===== src/inc/rqw_params.svh =====
`ifndef RQW_PARAMS_SVH
`define RQW_PARAMS_SVH

// Source ROM geometry
`define RQW_ADDR_WIDTH 8
`define RQW_DATA_WIDTH 32
`define RQW_ADDR_FIRST 8'h00
`define RQW_ADDR_LAST 8'hFF
`define RQW_ADDR_STEP 8'h01

// Elastic buffer between controller and queue port
`define RQW_BUF_DEPTH 32

// Status counters
`define RQW_STALL_WIDTH 16
`define RQW_STALL_ONE 16'h0001
`define RQW_STALL_ZERO 16'h0000

`endif


===== src/inc/rqw_pkg.sv =====
package rqw_pkg;

	typedef enum logic [2:0] {
		RQW_IDLE,
		RQW_WRITE,
		RQW_ADVANCE,
		RQW_WAIT,
		RQW_DONE
	} rqw_state_t;

endpackage

===== src/core/rqw_fifo.sv =====
`timescale 1ns/1ps

module rqw_fifo #(
	parameter int WIDTH = 32,
	parameter int DEPTH = 32
) (
	input wire logic ref_clk_in,
	input wire logic reset_in,
	input wire logic in_valid_in,
	output logic in_ready_out,
	input wire logic [WIDTH-1:0] in_data_in,
	output logic out_valid_out,
	input wire logic out_ready_in,
	output logic [WIDTH-1:0] out_data_out,
	output logic [$clog2(DEPTH):0] level_out
);

	localparam int PW = $clog2(DEPTH);

	logic [WIDTH-1:0] mem [DEPTH];
	logic [PW:0] wr_ptr;
	logic [PW:0] rd_ptr;
	logic push;
	logic pop;

	// ----------------------------------------------------------
	// Flags
	// ----------------------------------------------------------
	// Extra pointer bit separates full from empty without a counter
	assign level_out = wr_ptr - rd_ptr;
	assign in_ready_out = (level_out != (PW+1)'(DEPTH));
	assign out_valid_out = (wr_ptr != rd_ptr);
	assign push = in_valid_in && in_ready_out;
	assign pop = out_valid_out && out_ready_in;
	assign out_data_out = mem[rd_ptr[PW-1:0]];

	// ----------------------------------------------------------
	// Storage and pointers
	// ----------------------------------------------------------
	always_ff @(posedge ref_clk_in) begin
		if (push) begin
			mem[wr_ptr[PW-1:0]] <= in_data_in;
		end
	end

	always_ff @(posedge ref_clk_in) begin
		if (reset_in) begin
			wr_ptr <= '0;
		end else if (push) begin
			wr_ptr <= wr_ptr + 1'b1;
		end
	end

	always_ff @(posedge ref_clk_in) begin
		if (reset_in) begin
			rd_ptr <= '0;
		end else if (pop) begin
			rd_ptr <= rd_ptr + 1'b1;
		end
	end

endmodule


===== src/core/rqw_write_ctrl.sv =====
`timescale 1ns/1ps
`include "rqw_params.svh"

// Functional notes
// - Reset held high keeps the controller in idle.
// - Idle: write request low, ROM address at the first word.
// - Leave idle for write only when the buffer is not full.
// - Write state raises the write request for the word at the ROM.
// - Address stays put during the write state.
// - Write goes on to advance while the address is below the last.
// - Advance state drops the request and adds one to the address.
// - Write and advance alternate while not full and not last.
// - Full seen in advance sends the controller to wait next edge.
// - Wait holds the address while full; not full returns to write.
// - Write at the last address issues the final write, then done.
// - Done keeps the write request low.
module rqw_write_ctrl #(
	parameter int ADDR_W = `RQW_ADDR_WIDTH,
	parameter int DATA_W = `RQW_DATA_WIDTH,
	parameter int DEPTH = `RQW_BUF_DEPTH,
	parameter logic [ADDR_W-1:0] FIRST_ADDR = `RQW_ADDR_FIRST,
	parameter logic [ADDR_W-1:0] LAST_ADDR = `RQW_ADDR_LAST,
	parameter logic [ADDR_W-1:0] ADDR_STEP = `RQW_ADDR_STEP
) (
	input wire logic ref_clk_in,
	input wire logic reset_in,
	output logic [ADDR_W-1:0] rom_addr_out,
	input wire logic [DATA_W-1:0] rom_data_in,
	input wire logic queue_full_in,
	output logic queue_wr_req_out,
	output logic [DATA_W-1:0] queue_data_out,
	output logic wr_req_out,
	output logic busy_out,
	output logic waiting_out,
	output logic done_out,
	output logic [ADDR_W:0] words_written_out,
	output logic [ADDR_W:0] words_delivered_out,
	output logic [`RQW_STALL_WIDTH-1:0] stall_cycles_out,
	output logic [$clog2(DEPTH):0] buffer_level_out
);

	// ----------------------------------------------------------
	// Declarations
	// ----------------------------------------------------------
	rqw_pkg::rqw_state_t state;
	rqw_pkg::rqw_state_t next_state;

	logic [ADDR_W-1:0] rom_addr;
	logic [ADDR_W-1:0] next_rom_addr;
	logic at_last;
	logic buf_full;
	logic buf_in_ready;
	logic buf_out_valid;
	logic buf_out_ready;
	logic [DATA_W-1:0] buf_out_data;
	logic push;
	logic stage_valid;
	logic [DATA_W-1:0] stage_data;
	logic stage_take;
	logic stage_load;
	logic [ADDR_W:0] words_written;
	logic [ADDR_W:0] words_delivered;
	logic [`RQW_STALL_WIDTH-1:0] stall_cycles;
	logic stall_saturated;

	// ----------------------------------------------------------
	// Elastic buffer
	// ----------------------------------------------------------
	// The buffer's full flag is the full flag the sequencer obeys;
	// it only drops when the queue port drains words, so a stalled
	// queue backs up all the way to the ROM pointer.
	rqw_fifo #(
		.WIDTH(DATA_W),
		.DEPTH(DEPTH)
	) u_buf (
		.ref_clk_in(ref_clk_in),
		.reset_in(reset_in),
		.in_valid_in(push),
		.in_ready_out(buf_in_ready),
		.in_data_in(rom_data_in),
		.out_valid_out(buf_out_valid),
		.out_ready_in(buf_out_ready),
		.out_data_out(buf_out_data),
		.level_out(buffer_level_out)
	);

	assign buf_full = !buf_in_ready;
	assign at_last = (rom_addr == LAST_ADDR);

	// ----------------------------------------------------------
	// Sequencer
	// ----------------------------------------------------------
	always_comb begin
		next_state = state;
		case (state)
			rqw_pkg::RQW_IDLE: begin
				if (!buf_full) begin
					next_state = rqw_pkg::RQW_WRITE;
				end
			end
			rqw_pkg::RQW_WRITE: begin
				if (at_last) begin
					next_state = rqw_pkg::RQW_DONE;
				end else begin
					next_state = rqw_pkg::RQW_ADVANCE;
				end
			end
			rqw_pkg::RQW_ADVANCE: begin
				if (buf_full) begin
					next_state = rqw_pkg::RQW_WAIT;
				end else begin
					next_state = rqw_pkg::RQW_WRITE;
				end
			end
			rqw_pkg::RQW_WAIT: begin
				if (!buf_full) begin
					next_state = rqw_pkg::RQW_WRITE;
				end
			end
			rqw_pkg::RQW_DONE: begin
				next_state = rqw_pkg::RQW_DONE;
			end
			default: begin
				next_state = rqw_pkg::RQW_IDLE;
			end
		endcase
	end

	always_ff @(posedge ref_clk_in) begin
		if (reset_in) begin
			state <= rqw_pkg::RQW_IDLE;
		end else begin
			state <= next_state;
		end
	end

	// ----------------------------------------------------------
	// ROM pointer
	// ----------------------------------------------------------
	// The step is taken on the edge that closes the advance state,
	// so the new word has a full cycle to settle through the
	// unregistered ROM before the next write captures it.
	always_comb begin
		next_rom_addr = rom_addr;
		case (state)
			rqw_pkg::RQW_ADVANCE: begin
				next_rom_addr = rom_addr + ADDR_STEP;
			end
			default: begin
				next_rom_addr = rom_addr;
			end
		endcase
	end

	always_ff @(posedge ref_clk_in) begin
		if (reset_in) begin
			rom_addr <= FIRST_ADDR;
		end else begin
			rom_addr <= next_rom_addr;
		end
	end

	// ROM data arrives combinationally from this address
	assign rom_addr_out = rom_addr;

	// ----------------------------------------------------------
	// Write request
	// ----------------------------------------------------------
	// Only the write state requests; idle, advance, wait and done
	// all hold it low. The write state is entered only with room
	// in the buffer and nothing fills it meanwhile, so no word is
	// dropped.
	assign wr_req_out = (state == rqw_pkg::RQW_WRITE);
	assign push = wr_req_out && buf_in_ready;

	// ----------------------------------------------------------
	// Output stage toward the queue write port
	// ----------------------------------------------------------
	// One registered word: the data pin comes straight from a
	// flip-flop and is held until the queue takes it.
	assign stage_take = stage_valid && !queue_full_in;
	assign stage_load = !stage_valid || stage_take;
	assign buf_out_ready = stage_load;
	assign queue_wr_req_out = stage_take;

	always_ff @(posedge ref_clk_in) begin
		if (reset_in) begin
			stage_valid <= 1'b0;
		end else if (stage_load) begin
			stage_valid <= buf_out_valid;
		end
	end

	always_ff @(posedge ref_clk_in) begin
		if (reset_in) begin
			stage_data <= '0;
		end else if (stage_load && buf_out_valid) begin
			stage_data <= buf_out_data;
		end
	end

	assign queue_data_out = stage_data;

	// ----------------------------------------------------------
	// Progress and status
	// ----------------------------------------------------------
	// Word counters are one bit wider than the address so a full pass
	// of the ROM reads back as its true word count.
	always_ff @(posedge ref_clk_in) begin
		if (reset_in) begin
			words_written <= '0;
		end else if (push) begin
			words_written <= words_written + 1'b1;
		end
	end

	always_ff @(posedge ref_clk_in) begin
		if (reset_in) begin
			words_delivered <= '0;
		end else if (stage_take) begin
			words_delivered <= words_delivered + 1'b1;
		end
	end

	// Stall count saturates rather than wrapping, so a long hold
	// never looks shorter than it was.
	assign stall_saturated = (stall_cycles == '1);

	always_ff @(posedge ref_clk_in) begin
		if (reset_in) begin
			stall_cycles <= `RQW_STALL_ZERO;
		end else if (state == rqw_pkg::RQW_WAIT && !stall_saturated) begin
			stall_cycles <= stall_cycles + `RQW_STALL_ONE;
		end
	end

	assign words_written_out = words_written;
	assign words_delivered_out = words_delivered;
	assign stall_cycles_out = stall_cycles;
	assign waiting_out = (state == rqw_pkg::RQW_WAIT);
	assign done_out = (state == rqw_pkg::RQW_DONE);
	assign busy_out = (state != rqw_pkg::RQW_IDLE) &&
		(state != rqw_pkg::RQW_DONE);

endmodule


===== config.mk =====
export PLATFORM = sky130hd
export DESIGN_NAME = rqw_write_ctrl
export DESIGN_NICKNAME = d
export VERILOG_FILES = /design/src/inc/rqw_pkg.sv /design/src/core/rqw_fifo.sv /design/src/core/rqw_write_ctrl.sv
export VERILOG_INCLUDE_DIRS = /design/src /design/src/inc
export SDC_FILE = /design/constraint.sdc
export NUM_CORES = 1
export LEC_CHECK = 0
export BUFFER_PORTS_ARGS = -buffer_cell sky130_fd_sc_hd__buf_2
export CELL_PAD_IN_SITES_DETAIL_PLACEMENT = 1
export CELL_PAD_IN_SITES_GLOBAL_PLACEMENT = 1
export CORE_MARGIN = 3
export CORE_UTILIZATION = 41
export DETAILED_ROUTE_END_ITERATION = 8
export HOLD_SLACK_MARGIN = 0.03
export PLACE_DENSITY = 0.63
export SYNTH_ARGS = -nofsm -noshare
export SYNTH_HDL_FRONTEND = slang
export SYNTH_SLANG_ARGS = --single-unit

===== constraint.sdc =====
create_clock -name ref_clk_in -period 9 [get_ports ref_clk_in]
set_clock_uncertainty 0.15 [all_clocks]
set_input_delay 1.35 -clock ref_clk_in [delete_from_list [all_inputs] [get_ports ref_clk_in]]
set_output_delay 1.35 -clock ref_clk_in [all_outputs]
set_load 0.005 [all_outputs]

# After elaboration in Yosys (flattened, before gate mapping)
# Memory sizes are Yosys's and may differ from the RTL's. A register that Yosys moved wholly into a read port is not among the register bits.
# Cells that the tools add are included.
[totals]
mem_bits_rw = 1024
wordCells = 45
output_inout_bits = 85
latchBits = 0
regBits = 58
mem_bits_ro = 0
in_bits = 35
memories = 1
[classes]
n_eq_ne = 10
reduce_logical = 13
bitwise = 0
n_mux = 6
multipliers = 0
n_lt_le_gt_ge = 0
addsub = 7
shifts = 0
n_div = 0
[memory_table]
columns = ["name", "depth", "word_bits", "rd", "rd_ports_with_merged_regs", "wr", "line", "source"]
rows = [
  ["u_buf.mem", 32, 32, 1, 1, 1, "rqw_fifo.sv:20", "logic [WIDTH-1:0] mem [DEPTH];"],
]
[ops]
columns = ["operator", "count"]
rows = [
  ["adder 9 x 1 -> 9 bit, second input constant", 2],
  ["adder 16 x 1 -> 16 bit, second input constant", 1],
  ["== test 16 bit, second input constant", 1],
  ["adder 6 x 1 -> 6 bit, second input constant", 2],
  ["case mux 3 bit (4 select lines)", 1],
  ["adder 8 x 1 -> 8 bit, second input constant", 1],
  ["== test 8 bit, second input constant", 1],
  ["== test 3 x 2 -> 1 bit, second input constant", 2],
  ["logical AND 1 bit", 6],
  ["two-way mux 3 bit", 2],
  ["!= test 6 bit", 1],
  ["!= test 6 bit, second input constant", 1],
  ["subtractor 6 bit", 1],
  ["== test 3 x 1 -> 1 bit, second input constant", 1],
  ["== test 3 bit, second input constant", 1],
  ["logical NOT 1 bit", 3],
  ["logical NOT 3 bit", 1],
  ["!= test 3 bit, second input constant", 1],
  ["nonzero test 3 bit", 1],
  ["two-way mux 1 bit", 2],
  ["two-way mux 2 bit", 1],
  ["!= test 2 x 1 -> 1 bit, second input constant", 1],
  ["OR reduction 2 bit", 1],
  ["logical OR 1 bit", 1],
]

# Logic depth before layout (Yosys ltp)
# Gate-level depths: netlist of the first run.
[depth]
depth_word = 6
mapped_depth = 13
depth_no_buf = 9

# Modules after synthesis
# A second synthesis of the first run with hierarchy kept.
[unflattened]
hier_cells = 1994
area_unflattened_um2 = 43108.8
[by_module_without_submodules]
columns = ["mod", "instances", "cells_each", "seq_area_each_um2", "area_each_um2"]
rows = [
  ["rqw_fifo", 1, 1611, 31089.8, 39844.5],
  ["rqw_write_ctrl", 1, 383, 1561.5, 3264.4],
]

# Worst setup path before layout of the first run
# Ideal clock, no wire load.
[synth_path]
path_type = "reg2reg"
from = "register u_buf.rd_ptr[1]"
to = "memory u_buf.mem[10][0] (enable)"
arrival_time_ps = 3433
setup_ps = 392
period_less_slack_ps = 3976
n_path_buf = 5
slack_ps = 5024
t_required_ps = 8458
stages_incl_launch_ff = 14
cell_sequence = "dfxtp_1 > clkbuf_1 > buf_2 > inv_1 > clkbuf_1 > clkbuf_1 > ha_1 > nand2b_1 > a21oi_1 > xor2_1 > nor4_4 > a21boi_4 > buf_2 > and3_1"
[synth_via]
elab_chain_cells = 6
[synth_lines]
columns = ["element", "line", "source"]
rows = [
  ["start: declaration", "rqw_fifo.sv:22", "logic [PW:0] rd_ptr;"],
  ["start signal: assignment", "rqw_fifo.sv:58", "rd_ptr <= rd_ptr + 1'b1;"],
  ["subtractor 6 bit *", "rqw_fifo.sv:30", "assign level_out = wr_ptr - rd_ptr;"],
  ["net buffer_level_out[3]", "rqw_write_ctrl.sv:39", "output logic [$clog2(DEPTH):0] buffer_level_out"],
  ["!= test 6 bit *", "rqw_fifo.sv:31", "assign in_ready_out = (level_out != (PW+1)'(DEPTH));"],
  ["logical AND 1 bit", "rqw_write_ctrl.sv:174", "assign push = wr_req_out && buf_in_ready;"],
  ["logical AND 1 bit *", "rqw_fifo.sv:33", "assign push = in_valid_in && in_ready_out;"],
  ["two-way mux 1 bit *", "rqw_fifo.sv:41", "if (push) begin"],
  ["two-way mux 1 bit (implied by the code) *", "rqw_fifo.sv:42", "mem[wr_ptr[PW-1:0]] <= in_data_in;"],
  ["end: declaration", "rqw_fifo.sv:20", ""],
]
# Mark *: on every way through the listed nets, which the timed path passes. The rest lies on a longest branch.

# Worst setup path in the final report of the first run
[layout_path]
from = "register u_buf.rd_ptr[2]"
to = "output buffer_level_out[5]"
[layout_via]
elab_chain_cells = 1
[layout_lines]
columns = ["element", "line"]
rows = [
  ["subtractor 6 bit", "rqw_fifo.sv:30"],
  ["end: declaration", "rqw_write_ctrl.sv:39"],
]
# Every way passes these cells.

==> run metrics, run 1 <==
outcome finished, final reports clean; Hold Path Class flip-flop to flip-flop; Setup-failing EPs final 0; number of synthesized register bits 1114; Worst-Margin Slew 1.020 ns; Die Y 330.5 um; r2r worst-path depth 8; Crit Path Category flip-flop to output pin; Startpoint Class flip-flop; area delta synth->final 13.94%; average size of a mapped cell 18.56 um2; utilization after layout 47.32%; drt first pass iters 6; largest stage delay on the critical path 0.66 ns; Post-Syn Area 43170 um2; Num CTS Buffers 118; Tot GR Track Use 22.12%; Slew Limit Headroom 31.83%; vias per std cell 5.759; Worst path slowest cell dfxtp_4; CP Cell Sequence clkinv_2, ha_1, o21ai_0, a21oi_1, or4_4, o311ai_4, buf_2; Mapped Nets 2376; clock buffer depth 3; initial antenna violation count 23; ys async rst share 0%; EDFF count, synth 1024; WHS 0.3192 ns; Placed Area 45170 um2; Peak Freq 183.6 MHz; Non-Filler Cell Area, Final 49180 um2; vias in the first global route 23.66k; Worst EP arrival 3.95 ns; Final Wtd Congestion 0.7925; CP Capture Type output pin; commonest non-fill, non-tap cell in the layout edfxtp_1; sequential share of the synthesized area 75.41%; top_reg_cell synth edfxtp_1; Detailed Route WL 119100 um; R2R setup slack 3.64 ns; Worst Hold Launch queue_data_out[30]; pwr/cell area 276.0 nW/um2; # port buffers 119; number of distinct library cells after synthesis 48; Critical R2R Launch u_buf.rd_ptr[2]; Layout Nets 2503; io pins 120; total negative slack 0 ns; placed insts 3713; Syn. warnings 0; Reg clk slew, reported paths 0.06 ns; wire per inst 30.21 um; Pins Over Slew Limit 0; placed wire-length estimate 71050 um; Endpoint, Worst Hold queue_data_out[30]; via count 22.71k; Crit path max-delay family buffers and inverters; Skew-Pair Late Insertion Delay 0.71 ns; Hold Buf Count CTS 0; Post-CTS Setup Bufs 0; drt first-iter violations 2401; Worst Hold Depth 2; reg-to-reg critical path endpoint u_buf.mem[13][4]; Row Count 118; CTS root buffer clkbuf_16; CP bufs+invs 2; RSZ-0062 raised after global routing no; final worst path period share 60.52%; die area 109200 um2; width of the die 330.5 um; Final Critical Period 5.446 ns; Starting Density 41.53%; Remaining DRCs 0; most frequent cells in the layout 1024 x edfxtp_1, 309 x nand2_1, 256 x mux4_2, 140 x nand3_1; CTS resizes 0; global-route wire length before repair 172600 um; worst-path fanout max 33; cells after synthesis 2326; Core Region 103900 um2; CP Data Required Time 7.50 ns; GR Overflow Total 0; post-route ant nets 0; largest net degree at the start of global routing 125; htree depth 3; Worst VDD drop 0.1914 mV; Non-Filler Instances 3943; max_cap viols 0; share of cells above drive strength 1 24.38%; final hold vios 0; CTS tree yes; LEAKAGE 15.82 nW; CTS Sinks 1114
==> report_power, final <==
group	leakage [nW]	switching (mW)	internal, mW
combinational	3.92	1.60	0.997
clock	1.94	2.00	3.00
sequential	9.95	0.152	5.82
==> cell families (layout without fill, tap and decap cells) <==
group,after synthesis,in the layout,share of synthesized area [%]
buffers and inverters,139,368,1.365
adders and majority gates,15,15,0.4522
AOI/OAI and AO/OA,134,134,1.713
xor gates and xnor gates,32,32,0.6667
muxes,275,275,13.84
DFF,1114,1114,75.41
other,0,8,0
and+or+nand+nor,617,617,6.557
==> state kept, by name (all words and copies together) (netlist names) <==
register             flops
u_buf.wr_ptr             6
state                    3
stall_cycles_out        16
words_written_out        9
u_buf.rd_ptr             6
stage_valid              1
rom_addr_out             8
u_buf.mem             1024
words_delivered_out      9
queue_data_out          32
==> metal layers <==
| layer | GRT usage, % | wire length (um) | vias to the layer above |
|---|---|---|---|
| li1 | - | - | 9484 |
| met1 | 32.60 | 52020 | 12270 |
| met2 | 34.66 | 55590 | 799 |
| met3 | 3.752 | 8968 | 150 |
| met4 | 5.266 | 2506 | 2 |
| met5 | 0 | 13 | - |
==> through the flow <==
stage	setup WS [ns]	power, mW
2_1_floorplan	5.024	7.680
3_3_place_gp	3.739	8.669
3_5_place_dp	3.648	8.707
4_1_cts	3.518	13.70
5_1_grt	3.382	14.09
6_report	3.554	13.57
==> Yosys cell counts (all sizes together), types with 2 or more instances <==
master	instances	share of area (%)
a21oi	85	1.0
nor4	2	0.064
clkbuf	71	0.62
nor3b	10	0.20
inv	11	0.096
nand4	16	0.23
and4	4	0.081
mux2	13	0.34
and3	31	0.45
nand2	309	2.7
a211oi	4	0.070
and2	11	0.16
o21ai	38	0.44
mux2i	6	0.14
buf	57	0.65
mux4	256	13
nand2b	6	0.087
or3	5	0.072
dfxtp	90	4.2
nand3	140	1.6
xnor2	14	0.28
and3b	3	0.061
a31oi	3	0.043
nor2b	14	0.20
ha	14	0.41
nor3	6	0.081
nor2	57	0.50
xor2	18	0.38
o21a	2	0.035
edfxtp	1024	71
==> cell type report <==
| type | count | area (um2) |
|---|---|---|
| well taps | 1380 | 1727 |
| clock inverters | 71 | 849.6 |
| repair buffers | 135 | 753.2 |
| flip-flops and latches | 1114 | 32570 |
| multi-input cells | 1073 | 10080 |
| fillers | 9710 | 54760 |
| inverters | 11 | 42.54 |
| clock buffers | 151 | 3138 |
| diodes | 8 | 20.02 |
==> worst max-delay path by stage <==
stage | startpoint | to | slack, ns | cells past startpoint
floorplan | u_buf.rd_ptr[1] | u_buf.mem[10][0] | 5.02 | 13
global route | u_buf.rd_ptr[2] | buffer_level_out[5] | 3.38 | 7
global placement | u_buf.rd_ptr[2] | u_buf.mem[14][15] | 3.74 | 8
finish | u_buf.rd_ptr[2] | buffer_level_out[5] | 3.55 | 7
CTS | u_buf.rd_ptr[2] | buffer_level_out[5] | 3.52 | 7
detailed placement | u_buf.rd_ptr[2] | u_buf.mem[13][4] | 3.65 | 8
==> worst reg2reg max path: stages (launching register included) <==
cell and delay, ns:
dfxtp_4 0.66, clkinv_2 0.67, ha_1 0.61, o21ai_0 0.26, a21oi_1 0.11, a31oi_1 0.30
o311ai_4 0.31, a21boi_4 0.88, and3_2 1.02
(Power assumes the default switching activity.)
==> inputs of run 2 (changes only) <==
--- a/config.mk
+++ b/config.mk
@@ -6,6 +6,7 @@
 export SDC_FILE = /design/constraint.sdc
 export NUM_CORES = 1
 export LEC_CHECK = 0
+export ABC_AREA = 1
 export BUFFER_PORTS_ARGS = -buffer_cell sky130_fd_sc_hd__buf_2
 export CELL_PAD_IN_SITES_DETAIL_PLACEMENT = 1
 export CELL_PAD_IN_SITES_GLOBAL_PLACEMENT = 1
@@ -13,7 +14,7 @@
 export CORE_UTILIZATION = 41
 export DETAILED_ROUTE_END_ITERATION = 8
 export HOLD_SLACK_MARGIN = 0.03
-export PLACE_DENSITY = 0.63
+export PLACE_DENSITY = 0.66
 export SYNTH_ARGS = -nofsm -noshare
 export SYNTH_HDL_FRONTEND = slang
 export SYNTH_SLANG_ARGS = --single-unit
==> constraint.sdc (replaced) <==
create_clock -name ref_clk_in -period 5.5 [get_ports ref_clk_in]
set_clock_uncertainty 0.15 [all_clocks]
set_input_delay 0.825 -clock ref_clk_in [delete_from_list [all_inputs] [get_ports ref_clk_in]]
set_output_delay 0.825 -clock ref_clk_in [all_outputs]
set_load 0.005 [all_outputs]
==> run metrics, run 2 <==
Worst-Margin Slew 1.315 ns (+0.2948 ns); Post-Syn Area 45330 um2 (+5.0%); vias per std cell 5.430 (-5.7%); cells after synthesis 3984 (+71%); synth cell count leaders 1433 x nand2_1, 1024 x edfxtp_1, 619 x nand3_1; clock buffer depth 3 (unchanged); largest net degree at the start of global routing 178 (+42%); total negative slack 0 ns (unchanged); area delta synth->final 13.12%; worst-path fanout max 23 (-30%); Most Crowded Layer GR met2; Non-Filler Instances 5639 (+43%); htree depth 3 (unchanged); largest stage delay on the critical path 0.78 ns (+0.12 ns); LEAKAGE 18.96 nW (+20%); Slew Limit Headroom 12.13% (-20 points); wire per inst 24.69 um (-18%); Die Y 338.5 um (+2.4%); CP Cell Sequence inv_1, ha_1, fa_1, inv_1, nand3_1, nand2_1, nand2_1, nand2_1, nor2_4, nand2_4, nand2_8, inv_4, nand2_4, nor2_4, buf_4; Post-CTS Setup Bufs 0 (unchanged); top_reg_cell synth edfxtp_1; drt first-iter violations 2691 (+12%); Hold Path Class primary input to flip-flop; # port buffers 119 (unchanged); io pins 120 (unchanged); Peak Freq 244.4 MHz; width of the die 338.5 um (+2.4%); Sw Ratio 33.22% (+5.5 points); Row Count 121 (+2.5%); share of cells above drive strength 1 10.19% (-14 points); Synth top area share 67.83% (-3.4 points); Critical R2R Launch u_buf.wr_ptr[0]; Multi-input gate area 11540 um2 (+14%); CP Launch Point u_buf.wr_ptr[0]; Crit Path Category flip-flop to flip-flop; Seq pwr share 42.1% (-1.9 points); Num CTS Buffers 118 (unchanged); CTS root buffer clkbuf_16; Detailed Route WL 139300 um (+17%); global-route wire length before repair 206400 um (+20%); cell with the most instances after synthesis nand2_1; RSZ-0062 raised after global routing no; via count 30.62k (+35%); CTS Sinks 1114 (unchanged); outcome finished, final reports clean; Startpoint Class flip-flop; Clock Power Share 33.4% (-3.4 points); number of synthesized register bits 1114 (unchanged); Final Wtd Congestion 0.7643 (-3.6%); placed wire-length estimate 79520 um (+12%); CP Capture Type flip-flop; vias in the first global route 31.76k (+34%); GR Overflow Total 0 (unchanged); Starting Density 41.47% (-0.056 points); most frequent cells in the layout 1432 x nand2_1, 1024 x edfxtp_1, 619 x nand3_1, 161 x a21oi_1, 122 x clkbuf_16; Worst EP arrival 4.34 ns (+0.39 ns); Worst VDD drop 0.2977 mV (+56%); final hold vios 0 (unchanged); pwr/cell area 449.3 nW/um2 (+63%); Layout Nets 4110 (+64%); placed insts 5416 (+46%); die area 114600 um2 (+4.9%); met2 Usage GRT 38.68% (+4.0 points); Pins Over Slew Limit 0 (unchanged); net load switching power 7.653 mW (+100%); CTS tree yes; Reg clk slew, reported paths 0.06 ns (about the same); initial antenna violation count 4 (-83%); Mapped Nets 4034 (+70%); Remaining DRCs 0 (unchanged); register area 32560 um2 (about the same); average size of a mapped cell 11.38 um2 (-39%); met1 global-route usage 33.29% (+0.70 points); final worst path period share 74.40%; Hold Buf Count CTS 0 (unchanged); Setup-failing EPs final 0 (unchanged); CTS resizes 0 (unchanged); ys async rst share 0% (unchanged); Core Region 109300 um2 (+5.2%); Worst Hold Launch queue_full_in; CP Data Required Time 5.75 ns (-1.75 ns); Tot GR Track Use 23.99% (+1.9 points); Fill cells 11.62k (+20%); number of distinct library cells after synthesis 42 (-13%); Largest register FFs 1024 (unchanged); post-route ant nets 0 (unchanged); Cell Int Power 15.39 mW (+57%); Final Critical Period 4.092 ns; Worst path slowest cell nor2_4; R2R setup slack 1.41 ns (-2.23 ns); EDFF count, synth 1024 (unchanged); max_cap viols 0 (unchanged); met3 GRT Util 3.839% (+0.086 points); drt first pass iters 5 (-1); Syn. warnings 0 (unchanged); Top cell by count, worst path nand2_1; commonest non-fill, non-tap cell in the layout nand2_1; sequential share of the synthesized area 71.80% (-3.6 points); Synth area leaders edfxtp_1 68%, nand2_1 12%, nand3_1 6.8%; Gate power share 24.5% (+5.3 points); area leader, netlist edfxtp_1; Skew-Pair Late Insertion Delay 0.72 ns (about the same)
run 2: area by class of cell:
cell class	count	share of cell area, %
Timing Repair Buffer	183	2.396
Clock buffer	162	6.422
Multi-Input combinational cell	2546	22.50
Sequential cell	1114	63.50
Tap cell	1476	3.601
Clock inverter	59	0.7930
Antenna cell	2	0.009760
Inverter	97	0.7783
run 2: logic make-up (layout without fill, tap and decap cells):
logic type	after synthesis	count (layout)	share of synthesized area, %
other cells	0	2	0
buf+inv	324	501	3.282
simple gates	2254	2254	20.82
fa+ha+maj	15	15	0.4306
xor+xnor	21	21	0.4057
compound gates	256	256	3.262
flops	1114	1114	71.80
run 2: power groups by stage:
stage	sequential, mW	combinational, mW	clock, mW
after global routing	9.73	6.29	8.18
final	9.70	5.65	7.69
after floorplan	9.80	3.64	0
after detailed placement	9.88	5.67	0
after CTS	9.70	5.70	7.83
after global placement	9.87	5.57	0
run 2: worst paths after layout:
path | to | cells after the start
setup reg to reg | u_buf.mem[13][18] | 15
hold reg to reg | words_delivered_out[8] | 2
setup / recovery | u_buf.mem[13][18] | 15
hold / removal | words_delivered_out[1] | 3
run 2: metal layers:
layer / wire [um] / vias up
li1: - / 13960
met1: 61250 / 15600
met2: 65610 / 835
met3: 8019 / 217
met4: 4369 / 0
met5: 0 / -
run 2: worst max-delay path: cells and delay by family (launching register included):
family        cells  cell delay (ns)
simple gates      9             1.76
buf+inv           4             0.78
fa+ha+maj         2             0.61
flops             1             0.44
run 2: through the flow:
step | total power, mW | instance area (um2) | hold slack [ns] | setup slack [ns] | util, %
floorplan | 13.44 | 45330 | 0.3040 | 0.5917 | -
global placement | 15.44 | 47580 | 0.2968 | 1.468 | 43.52
detailed placement | 15.55 | 47580 | 0.3095 | 1.398 | 43.52
CTS | 23.23 | 51280 | 0.2297 | 1.380 | 46.91
global route | 24.20 | 51280 | 0.3082 | 1.179 | 46.91
finish | 23.04 | 51280 | 0.2761 | 1.408 | 46.91
